--- src/iohn_params.svh ---
/*
 * Constants of the I/O address and order map: register offsets,
 * configuration field positions, write masks, reset values, shifts.
 * Assumes inclusion by bare name from the package and the modules.
 */
`ifndef IOHN_PARAMS_SVH
`define IOHN_PARAMS_SVH

`define IOHN_ADDR_W        52
`define IOHN_REG_AW        8
`define IOHN_DATA_W        64
`define IOHN_NUM_REG       4
`define IOHN_NUM_ENT       4
`define IOHN_IDX_W         2
`define IOHN_TAG_W         54
`define IOHN_SHIFT_W       7
`define IOHN_CNT_W         16

`define IOHN_OFF_CFG0      8'h00
`define IOHN_OFF_CFG1      8'h08
`define IOHN_OFF_CFG2      8'h10
`define IOHN_OFF_CFG3      8'h18
`define IOHN_OFF_STATUS    8'h20
`define IOHN_OFF_COUNT     8'h28

`define IOHN_BIT_VALID     63
`define IOHN_BIT_EARLY_WR  62
`define IOHN_BIT_EARLY_RD  61
`define IOHN_BIT_SER_DEV   60
`define IOHN_BIT_SER_ALL   59
`define IOHN_BIT_PHYS      58
`define IOHN_BASE_HI       55
`define IOHN_BASE_LO       16
`define IOHN_RSZ_HI        15
`define IOHN_RSZ_LO        10
`define IOHN_OSZ_HI        5
`define IOHN_OSZ_LO        0

`define IOHN_WMASK_CFG0    64'h7C00_0000_0000_003F
`define IOHN_WMASK_CFGN    64'hFCFF_FFFF_FFFF_FC3F
`define IOHN_RST_CFG0      64'h0000_0000_0000_003F
`define IOHN_RST_CFGN      64'h0000_0000_0000_0000

`define IOHN_OSZ_ALL       6'h3F
`define IOHN_GRAN_SHIFT    7'h0C
`define IOHN_LINE_SHIFT    7'h06
`define IOHN_SHIFT_ALL     7'h7F
`define IOHN_GRAN_ZERO     12'h000

`endif

--- src/iohn_pkg.sv ---
/*
 * Types of the I/O address and order map: the registered state of
 * the top module. Assumes the parameter header is on the include path.
 */
`include "iohn_params.svh"

package iohn_pkg;

    typedef logic [`IOHN_TAG_W-1:0] iohn_tag_t;

    typedef struct packed {
        logic [`IOHN_NUM_REG-1:0][`IOHN_DATA_W-1:0] cfg;
        logic [`IOHN_NUM_REG-1:0][`IOHN_CNT_W-1:0]  hit_cnt;
        logic [`IOHN_DATA_W-1:0]                    rdata;
        logic                                       ready;
        logic [`IOHN_NUM_ENT-1:0]                   ent_valid;
        logic [`IOHN_NUM_ENT-1:0]                   ent_tail;
        logic [`IOHN_NUM_ENT-1:0][`IOHN_TAG_W-1:0]  ent_tag;
        logic [`IOHN_IDX_W-1:0]                     last_region;
        logic                                       disp_valid;
        logic [`IOHN_IDX_W-1:0]                     disp_region;
        logic [`IOHN_IDX_W-1:0]                     disp_idx;
        logic [`IOHN_TAG_W-1:0]                     disp_tag;
        logic                                       disp_phys;
        logic                                       disp_bypass;
        logic                                       disp_dep_valid;
        logic [`IOHN_IDX_W-1:0]                     disp_dep_idx;
        logic                                       disp_early_wr;
        logic                                       disp_early_rd;
        logic                                       disp_ser_dev;
        logic                                       disp_ser_all;
    } iohn_state_s;

endpackage

--- src/iohn_region_match.sv ---
/*
 * Address match and order index for one address region.
 * Assumes a configuration word in the region layout; purely
 * combinational, the caller registers its results.
 */
`include "iohn_params.svh"
`timescale 1ns/1ps
`default_nettype none

module iohn_region_match (
    input  wire logic [`IOHN_DATA_W-1:0] cfg_in,
    input  wire logic [`IOHN_ADDR_W-1:0] addr_in,
    input  wire logic                    default_in,
    output logic                         hit_out,
    output logic [`IOHN_ADDR_W-1:0]      order_idx_out
);

    logic [`IOHN_ADDR_W-1:0]  base;
    logic [`IOHN_ADDR_W-1:0]  offset;
    logic [`IOHN_SHIFT_W-1:0] region_shift;
    logic [`IOHN_SHIFT_W-1:0] order_shift;
    logic [5:0]               order_code;
    logic                     in_range;

    // Base in 4KB granules; the default region starts at zero
    assign base = default_in ? '0 :
        {cfg_in[`IOHN_BASE_HI:`IOHN_BASE_LO], `IOHN_GRAN_ZERO};
    assign offset = addr_in - base;
    assign region_shift = `IOHN_SHIFT_W'(cfg_in[`IOHN_RSZ_HI:`IOHN_RSZ_LO])
        + `IOHN_GRAN_SHIFT;
    assign in_range = (addr_in >= base) && ((offset >> region_shift) == '0);
    // Region 0 takes every address; others need their valid bit
    assign hit_out = default_in
        || (cfg_in[`IOHN_BIT_VALID] && in_range);

    assign order_code = cfg_in[`IOHN_OSZ_HI:`IOHN_OSZ_LO];
    // Index counted from the base, so boundaries sit at base plus k spans
    always_comb begin
        if (cfg_in[`IOHN_BIT_PHYS]) begin
            order_shift = `IOHN_LINE_SHIFT;
        end else if (order_code == `IOHN_OSZ_ALL) begin
            order_shift = `IOHN_SHIFT_ALL;
        end else begin
            order_shift = `IOHN_SHIFT_W'(order_code)
                + `IOHN_GRAN_SHIFT;
        end
    end
    assign order_idx_out = offset >> order_shift;

endmodule

`default_nettype wire

--- src/iohn_order_map.sv ---
/*
 * I/O home node address map and ordering tracker: four region
 * configuration words, region match, order tags and an in-flight
 * table that chains requests with equal tags.
 * Assumes requests and completions come from logic on clk_in and that
 * software keeps regions 1 to 3 disjoint.
 */
`include "iohn_params.svh"
`timescale 1ns/1ps
`default_nettype none

module iohn_order_map (
    input  wire logic                    clk_in,
    input  wire logic                    arst_n_in,
    input  wire logic [`IOHN_REG_AW-1:0] reg_addr_in,
    input  wire logic [`IOHN_DATA_W-1:0] reg_wdata_in,
    input  wire logic                    reg_wr_in,
    input  wire logic                    reg_rd_in,
    output logic [`IOHN_DATA_W-1:0]      reg_rdata_out,
    input  wire logic                    req_valid_in,
    input  wire logic [`IOHN_ADDR_W-1:0] req_addr_in,
    input  wire logic                    req_pcie_src_in,
    output logic                         req_ready_out,
    input  wire logic                    done_valid_in,
    input  wire logic [`IOHN_IDX_W-1:0]  done_idx_in,
    output logic                         disp_valid_out,
    output logic [`IOHN_IDX_W-1:0]       disp_region_out,
    output logic [`IOHN_IDX_W-1:0]       disp_idx_out,
    output logic [`IOHN_TAG_W-1:0]       disp_tag_out,
    output logic                         disp_phys_out,
    output logic                         disp_bypass_out,
    output logic                         disp_dep_valid_out,
    output logic [`IOHN_IDX_W-1:0]       disp_dep_idx_out,
    output logic                         disp_early_wr_out,
    output logic                         disp_early_rd_out,
    output logic                         disp_ser_dev_out,
    output logic                         disp_ser_all_out
);

    iohn_pkg::iohn_state_s st;
    iohn_pkg::iohn_state_s next_st;

    logic [`IOHN_NUM_REG-1:0]                   hit;
    logic [`IOHN_NUM_REG-1:0][`IOHN_ADDR_W-1:0] order_idx;

    // Byte offset of a configuration word
    function automatic logic [`IOHN_REG_AW-1:0] cfg_off(
        input int unsigned idx
    );
        logic [`IOHN_REG_AW-1:0] off;
        case (idx)
            0: off = `IOHN_OFF_CFG0;
            1: off = `IOHN_OFF_CFG1;
            2: off = `IOHN_OFF_CFG2;
            default: off = `IOHN_OFF_CFG3;
        endcase
        return off;
    endfunction

    // Writable bits of a configuration word
    function automatic logic [`IOHN_DATA_W-1:0] cfg_mask(
        input int unsigned idx
    );
        logic [`IOHN_DATA_W-1:0] m;
        if (idx == 0) begin
            m = `IOHN_WMASK_CFG0;
        end else begin
            m = `IOHN_WMASK_CFGN;
        end
        return m;
    endfunction

    // Lowest free entry of the in-flight table
    function automatic logic [`IOHN_IDX_W-1:0] first_free(
        input logic [`IOHN_NUM_ENT-1:0] used
    );
        logic [`IOHN_IDX_W-1:0] f;
        f = '0;
        for (int e = `IOHN_NUM_ENT - 1; e >= 0; e--) begin
            if (!used[e]) begin
                f = `IOHN_IDX_W'(e);
            end
        end
        return f;
    endfunction

    genvar g;
    generate
        for (g = 0; g < `IOHN_NUM_REG; g++) begin : g_match
            iohn_region_match u_match (
                .cfg_in        (st.cfg[g]),
                .addr_in       (req_addr_in),
                .default_in    (g == 0),
                .hit_out       (hit[g]),
                .order_idx_out (order_idx[g])
            );
        end
    endgenerate

    always_comb begin
        logic [`IOHN_IDX_W-1:0]  sel;
        logic [`IOHN_IDX_W-1:0]  slot;
        logic [`IOHN_TAG_W-1:0]  tag;
        logic [`IOHN_DATA_W-1:0] sel_cfg;
        logic                    take;
        sel = '0;
        slot = '0;
        tag = '0;
        sel_cfg = '0;
        take = 1'b0;
        next_st = st;

        // Register read, data valid in the following cycle only
        next_st.rdata = '0;
        if (reg_rd_in) begin
            for (int r = 0; r < `IOHN_NUM_REG; r++) begin
                if (reg_addr_in == cfg_off(r)) begin
                    next_st.rdata = st.cfg[r];
                end
            end
            if (reg_addr_in == `IOHN_OFF_STATUS) begin
                next_st.rdata = {{(`IOHN_DATA_W - 10){1'b0}},
                                 st.last_region,
                                 st.ent_tail,
                                 st.ent_valid};
            end
            if (reg_addr_in == `IOHN_OFF_COUNT) begin
                next_st.rdata = st.hit_cnt;
            end
        end

        // Register write; fixed and reserved bits stay zero
        if (reg_wr_in) begin
            for (int r = 0; r < `IOHN_NUM_REG; r++) begin
                if (reg_addr_in == cfg_off(r)) begin
                    next_st.cfg[r] = reg_wdata_in & cfg_mask(r);
                end
            end
            if (reg_addr_in == `IOHN_OFF_COUNT) begin
                next_st.hit_cnt = '0;
            end
        end

        // Completion frees its entry; an idle entry ignores it
        if (done_valid_in) begin
            next_st.ent_valid[done_idx_in] = 1'b0;
            next_st.ent_tail[done_idx_in] = 1'b0;
        end

        // Valid and dependency outputs clear each cycle unless a request is taken
        next_st.disp_valid = 1'b0;
        next_st.disp_dep_valid = 1'b0;
        next_st.disp_dep_idx = '0;
        take = req_valid_in && st.ready;

        // Lower numbered valid region wins; zero only when none hits
        for (int r = `IOHN_NUM_REG - 1; r >= 1; r--) begin
            if (hit[r]) begin
                sel = `IOHN_IDX_W'(r);
            end
        end
        sel_cfg = st.cfg[sel];
        tag = {sel, order_idx[sel]};

        if (take) begin
            next_st.disp_valid = 1'b1;
            if (req_pcie_src_in) begin
                // Endpoint space, downstream applies PCIe ordering
                next_st.disp_bypass = 1'b1;
                next_st.disp_region = '0;
                next_st.disp_idx = '0;
                next_st.disp_tag = '0;
                next_st.disp_phys = 1'b0;
                next_st.disp_early_wr = 1'b0;
                next_st.disp_early_rd = 1'b0;
                next_st.disp_ser_dev = 1'b0;
                next_st.disp_ser_all = 1'b0;
            end else begin
                next_st.disp_bypass = 1'b0;
                next_st.disp_region = sel;
                next_st.disp_tag = tag;
                next_st.disp_phys = sel_cfg[`IOHN_BIT_PHYS];
                next_st.disp_early_wr = sel_cfg[`IOHN_BIT_EARLY_WR];
                next_st.disp_early_rd = sel_cfg[`IOHN_BIT_EARLY_RD];
                next_st.disp_ser_dev = sel_cfg[`IOHN_BIT_SER_DEV];
                next_st.disp_ser_all = sel_cfg[`IOHN_BIT_SER_ALL];
                next_st.last_region = sel;
                // Built on next_st so a hit in a clearing cycle still counts
                next_st.hit_cnt[sel] = next_st.hit_cnt[sel] + `IOHN_CNT_W'(1);

                // Chain behind the newest live entry with the same tag;
                // differing tags never wait on one another
                for (int e = 0; e < `IOHN_NUM_ENT; e++) begin
                    if (next_st.ent_valid[e] && st.ent_tail[e]
                            && st.ent_tag[e] == tag) begin
                        next_st.disp_dep_valid = 1'b1;
                        next_st.disp_dep_idx = `IOHN_IDX_W'(e);
                        next_st.ent_tail[e] = 1'b0;
                    end
                end

                // A slot freed this cycle may be reused at once
                slot = first_free(next_st.ent_valid);
                next_st.disp_idx = slot;
                next_st.ent_valid[slot] = 1'b1;
                next_st.ent_tail[slot] = 1'b1;
                next_st.ent_tag[slot] = tag;
            end
        end

        // Ready held in a flop; a slot is always free when it is high
        next_st.ready = ~&next_st.ent_valid;
    end

    always_ff @(posedge clk_in or negedge arst_n_in) begin
        if (!arst_n_in) begin
            st <= '0;
            st.cfg[0] <= `IOHN_RST_CFG0;
            st.cfg[1] <= `IOHN_RST_CFGN;
            st.cfg[2] <= `IOHN_RST_CFGN;
            st.cfg[3] <= `IOHN_RST_CFGN;
            st.ready <= 1'b1;
        end else begin
            st <= next_st;
        end
    end

    assign reg_rdata_out = st.rdata;
    assign req_ready_out = st.ready;
    assign disp_valid_out = st.disp_valid;
    assign disp_region_out = st.disp_region;
    assign disp_idx_out = st.disp_idx;
    assign disp_tag_out = st.disp_tag;
    assign disp_phys_out = st.disp_phys;
    assign disp_bypass_out = st.disp_bypass;
    assign disp_dep_valid_out = st.disp_dep_valid;
    assign disp_dep_idx_out = st.disp_dep_idx;
    assign disp_early_wr_out = st.disp_early_wr;
    assign disp_early_rd_out = st.disp_early_rd;
    assign disp_ser_dev_out = st.disp_ser_dev;
    assign disp_ser_all_out = st.disp_ser_all;

endmodule

`default_nettype wire

--- config.mk ---
export PLATFORM = sky130hd
export DESIGN_NAME = iohn_order_map
export DESIGN_NICKNAME = d
export VERILOG_FILES = /design/src/iohn_pkg.sv /design/src/iohn_region_match.sv /design/src/iohn_order_map.sv
export VERILOG_INCLUDE_DIRS = /design/src /design/src/src
export SDC_FILE = /design/constraint.sdc
export NUM_CORES = 2
export LEC_CHECK = 0
export BUFFER_PORTS_ARGS = -buffer_cell sky130_fd_sc_hd__buf_2
export CORE_MARGIN = 2
export CORE_UTILIZATION = 40
export DETAILED_ROUTE_END_ITERATION = 10
export MAX_ROUTING_LAYER = met4
export PLACE_DENSITY = 0.56
export REMOVE_ABC_BUFFERS = 1
export SYNTH_ARGS = -nofsm -noshare
export SYNTH_HDL_FRONTEND = slang
export SYNTH_SLANG_ARGS = --single-unit
--- constraint.sdc ---
create_clock -name clk_in -period 15.8 [get_ports clk_in]
set_input_delay 3.16 -clock clk_in [delete_from_list [all_inputs] [get_ports clk_in]]
set_output_delay 3.16 -clock clk_in [all_outputs]
set_load 0.005 [all_outputs]
==> flow_metrics.py <==
metrics = {
    "sta": {
        "fin_crit_sh": 0.811,
        "fmax_ghz": 0.0780,
        "period_needed_ns": 12.81,
        "setup_violations": 0,
        "finalMaxSlewViolations": 0,
        "final.setup.tns_ns": 0,
        "worst_pin_slew_ns": 1.46,
        "rsz0062_at_grt": "false",
        "slew_headroom": 0.0168,
        "fin_worst_skew_ns": 0.0945,
        "final_hold_viol_count": 0,
    },
    "hold_path": {
        "hp-start": "disp_idx_out[0]$_DFFE_PN0P_",
        "hold-path-endpoint": "disp_idx_out[0]$_DFFE_PN0P_",
        "hp-class": "reg2reg",
        "hold_path_depth": 2,
    },
    "clock_tree": {
        "clk_latency_ns": 0.74,
        "postCtsSetupBuffers": 0,
        "cts_tree": "done",
        "ctsHoldBuffers": 0,
        "cts_buffer_depth": 3,
        "clk_pin_slew_worst_paths_ns": 0.06,
        "cts.repair.resized": 0,
        "htreeDepth": 3,
        "numCtsBuffers": 70,
        "clock_sinks": 606,
        "cts-root-buf": "clkbuf_16",
    },
    "logic_synthesis": {
        "synth-seq-area-share": 0.262,
        "synth_cell_types": 118,
        "synth_simple_gate_area_share": 0.201,
        "yosysTopAreaCell": "dfrtp_1",
        "synth_async_sr_flop_share": 1.00,
        "synth_most_common_cell": "nand2_1",
        "synth-edff-count": 0,
        "yosys-mux-area-fraction": 0.118,
        "synth_top_family_by_area": "compound AO/OA/AOI/OAI gates",
        "synth-xor-area-share": 0.0285,
        "synth_fa_ha_area_frac": 0.0289,
        "synth_flop_cell": "dfrtp_1",
        "synth_area_leaders": "dfrtp_1, nand2_1, mux2i_1",
        "synth_seq_cells": 606,
        "synth_common_cells": "nand2_1, dfrtp_1, o21ai_0",
        "netlist_area_um2": 58000,
        "yosysWarnings": 0,
        "synth_compound_area_frac": 0.293,
        "syn_inst": 7403,
        "syn_avg_cell_area_um2": 7.83,
        "synth_top_cell_area_share": 0.258,
    },
    "power": {
        "leakage_nw": 26.1,
        "ir_drop_v": 0.000107,
        "finalPower_mw": 6.63,
        "p_per_area_nw_per_um2": 106,
    },
    "place": {
        "place_area_um2": 60100,
        "portBuffers": 259,
        "place.gp.congestion": 1.07,
        "place_hpwl_mm": 265,
    },
    "grt": {
        "grt-ovfl-total": 0,
        "antenna_found_initial": 34,
        "grt.total_usage": 0.449,
        "grt_pass1_wl_mm": 460,
        "grt_max_degree": 128,
        "grt_pass1_vias": 59000,
    },
    "routing": {
        "drtIter0Drc": 8772,
        "antenna_left": 0,
        "wl_mm": 333,
        "drc_errors": 0,
        "drt-pass1-iter-count": 8,
        "vias": 63500,
        "wl_per_cell_um": 36.1,
        "viasPerCell": 6.89,
    },
    "final_layout": {
        "multi_input_area_um2": 39000,
        "fin_area_um2": 62600,
        "drive_gt1_frac": 0.141,
        "fillers": 14800,
        "area_delta_synth_final_pct": 7.88,
        "seqCellArea_um2": 15200,
        "nets": 7500,
    },
    "floorplanning": {
        "start_util": 0.403,
        "die_w_um": 385,
        "placementRows": 139,
        "ios": 266,
        "die_area_um2": 148000,
        "core_area_um2": 144000,
        "fp.dieH_um": 385,
    },
    "critical_path": {
        "arrival_ns": 13.39,
        "crit_type": "in2reg",
        "path_delay_family": "simple AND/OR/NAND/NOR gates",
        "r2r_cells": 23,
        "startpoint_type": "input pin",
        "cp_max_fo": 24,
        "r2r-start": "st[576]$_DFFE_PN0P_",
        "crit_slowest_cell": "nor3_1",
        "critPathCaptureType": "flop",
        "rrSetupSlack_ns": 5.21,
        "rr_endpoint": "st[289]$_DFF_PN0_",
        "cp_slowest_stage_delay_ns": 1.11,
        "cp_num_buf_inv": 4,
        "crit_required_ns": 16.37,
    },
    "flow_run": {
        "maxCapViolCount": 1,
    },
    "outcome": {
        "violations": "capacitance limit",
        "status": "finished with violations",
    },
}
-- stage by stage --
step                      setup slack [ns]  hold slack (ns)   util  std cells
final                                 2.99            0.467  0.435       9217
after global routing                  3.02            0.498  0.435       9207
after CTS                             3.65            0.472  0.435       9193
after detailed placement              2.94            0.459  0.418       9066
after global placement                2.97            0.450  0.418       9066
after floorplan                       3.90            0.450      -       6728
-- area by class of cell --
type	count	area share
Sequential cell	606	0.243
Clock buffer	94	0.0309
Timing Repair Buffer	435	0.0424
Antenna cell	24	0.000960
Inverter	219	0.0132
Multi-Input combinational cell	5903	0.624
Clock inverter	33	0.00808
Tap cell	1903	0.0381
-- worst reg2reg max path, cell delays in order (launching register included) --
cell and delay (ns):
dfrtp_1 0.39, inv_1 0.41, ha_1 0.44, a21oi_1 0.29
o21ai_1 0.30, a32o_1 0.40, nor4_1 1.01, nor2_1 0.29
a2111o_1 0.54, and3b_1 0.19, a211oi_1 0.24, a311oi_1 0.13
a21oi_1 0.50, a41o_2 0.71, buf_4 0.45, a311oi_1 0.24
nor3_1 1.12, nor2_1 0.28, buf_4 0.28, xnor2_1 0.14
or3_1 0.44, nor4_1 0.84, nand4_1 0.46, a31o_1 0.36
-- routing by layer --
layer  track usage  part of all wire  vias up
met5             -                 0        -
met4         0.183             0.048        0
met3         0.140              0.12      681
met2         0.653              0.43     3781
met1         0.574              0.41    31700
li1              -                 -    27300
-- logic make-up (layout without fill, tap and decap cells) --
kind of cell               count (synthesis)  in the layout
and+or+nand+nor                         2494           2494
other                                      0             24
xor gates and xnor gates                 189            189
muxes                                    605            605
AOI/OAI and AO/OA                       2483           2483
DFF                                      606            606
buffers and inverters                    894            781
adders and majority gates                132            132
-- layout by cell type (no fill, tap or decap), drive strengths merged, types with 51 or more instances in the layout --
cell type / n
a211oi: 153
a21o: 95
a21oi: 478
a22oi: 161
a31oi: 71
and2: 55
and3: 84
buf: 435
clkbuf: 94
dfrtp: 599
ha: 129
inv: 220
mux2: 249
mux2i: 319
nand2: 971
nand3: 223
nand4: 92
nor2: 534
nor3: 167
nor4: 60
o2111ai: 51
o211ai: 132
o21ai: 615
o22ai: 68
or2: 51
or3: 72
xnor2: 100
xor2: 89
-- where the power goes --
| group | total (mW) | internal [mW] | leakage (nW) | switching [mW] |
|---|---|---|---|---|
| Combinational | 2.76 | 0.872 | 16.8 | 1.89 |
| Clock | 1.76 | 0.994 | 1.17 | 0.768 |
| Sequential | 2.10 | 1.79 | 8.12 | 0.311 |
-- worst max path at each step --
stage / cells after the start / slack (ns) / endpoint / from
6_report: 25 / 2.99 / st[289]$_DFF_PN0_ / req_addr_in[12]
5_1_grt: 24 / 3.02 / st[288]$_DFF_PN0_ / req_addr_in[12]
4_1_cts: 25 / 3.65 / st[289]$_DFF_PN0_ / req_addr_in[12]
3_5_place_dp: 25 / 2.94 / st[289]$_DFF_PN0_ / req_addr_in[12]
3_3_place_gp: 25 / 2.97 / st[289]$_DFF_PN0_ / req_addr_in[12]
2_1_floorplan: 22 / 3.90 / st[286]$_DFF_PN0_ / req_addr_in[12]
(Power assumes the default switching activity.)
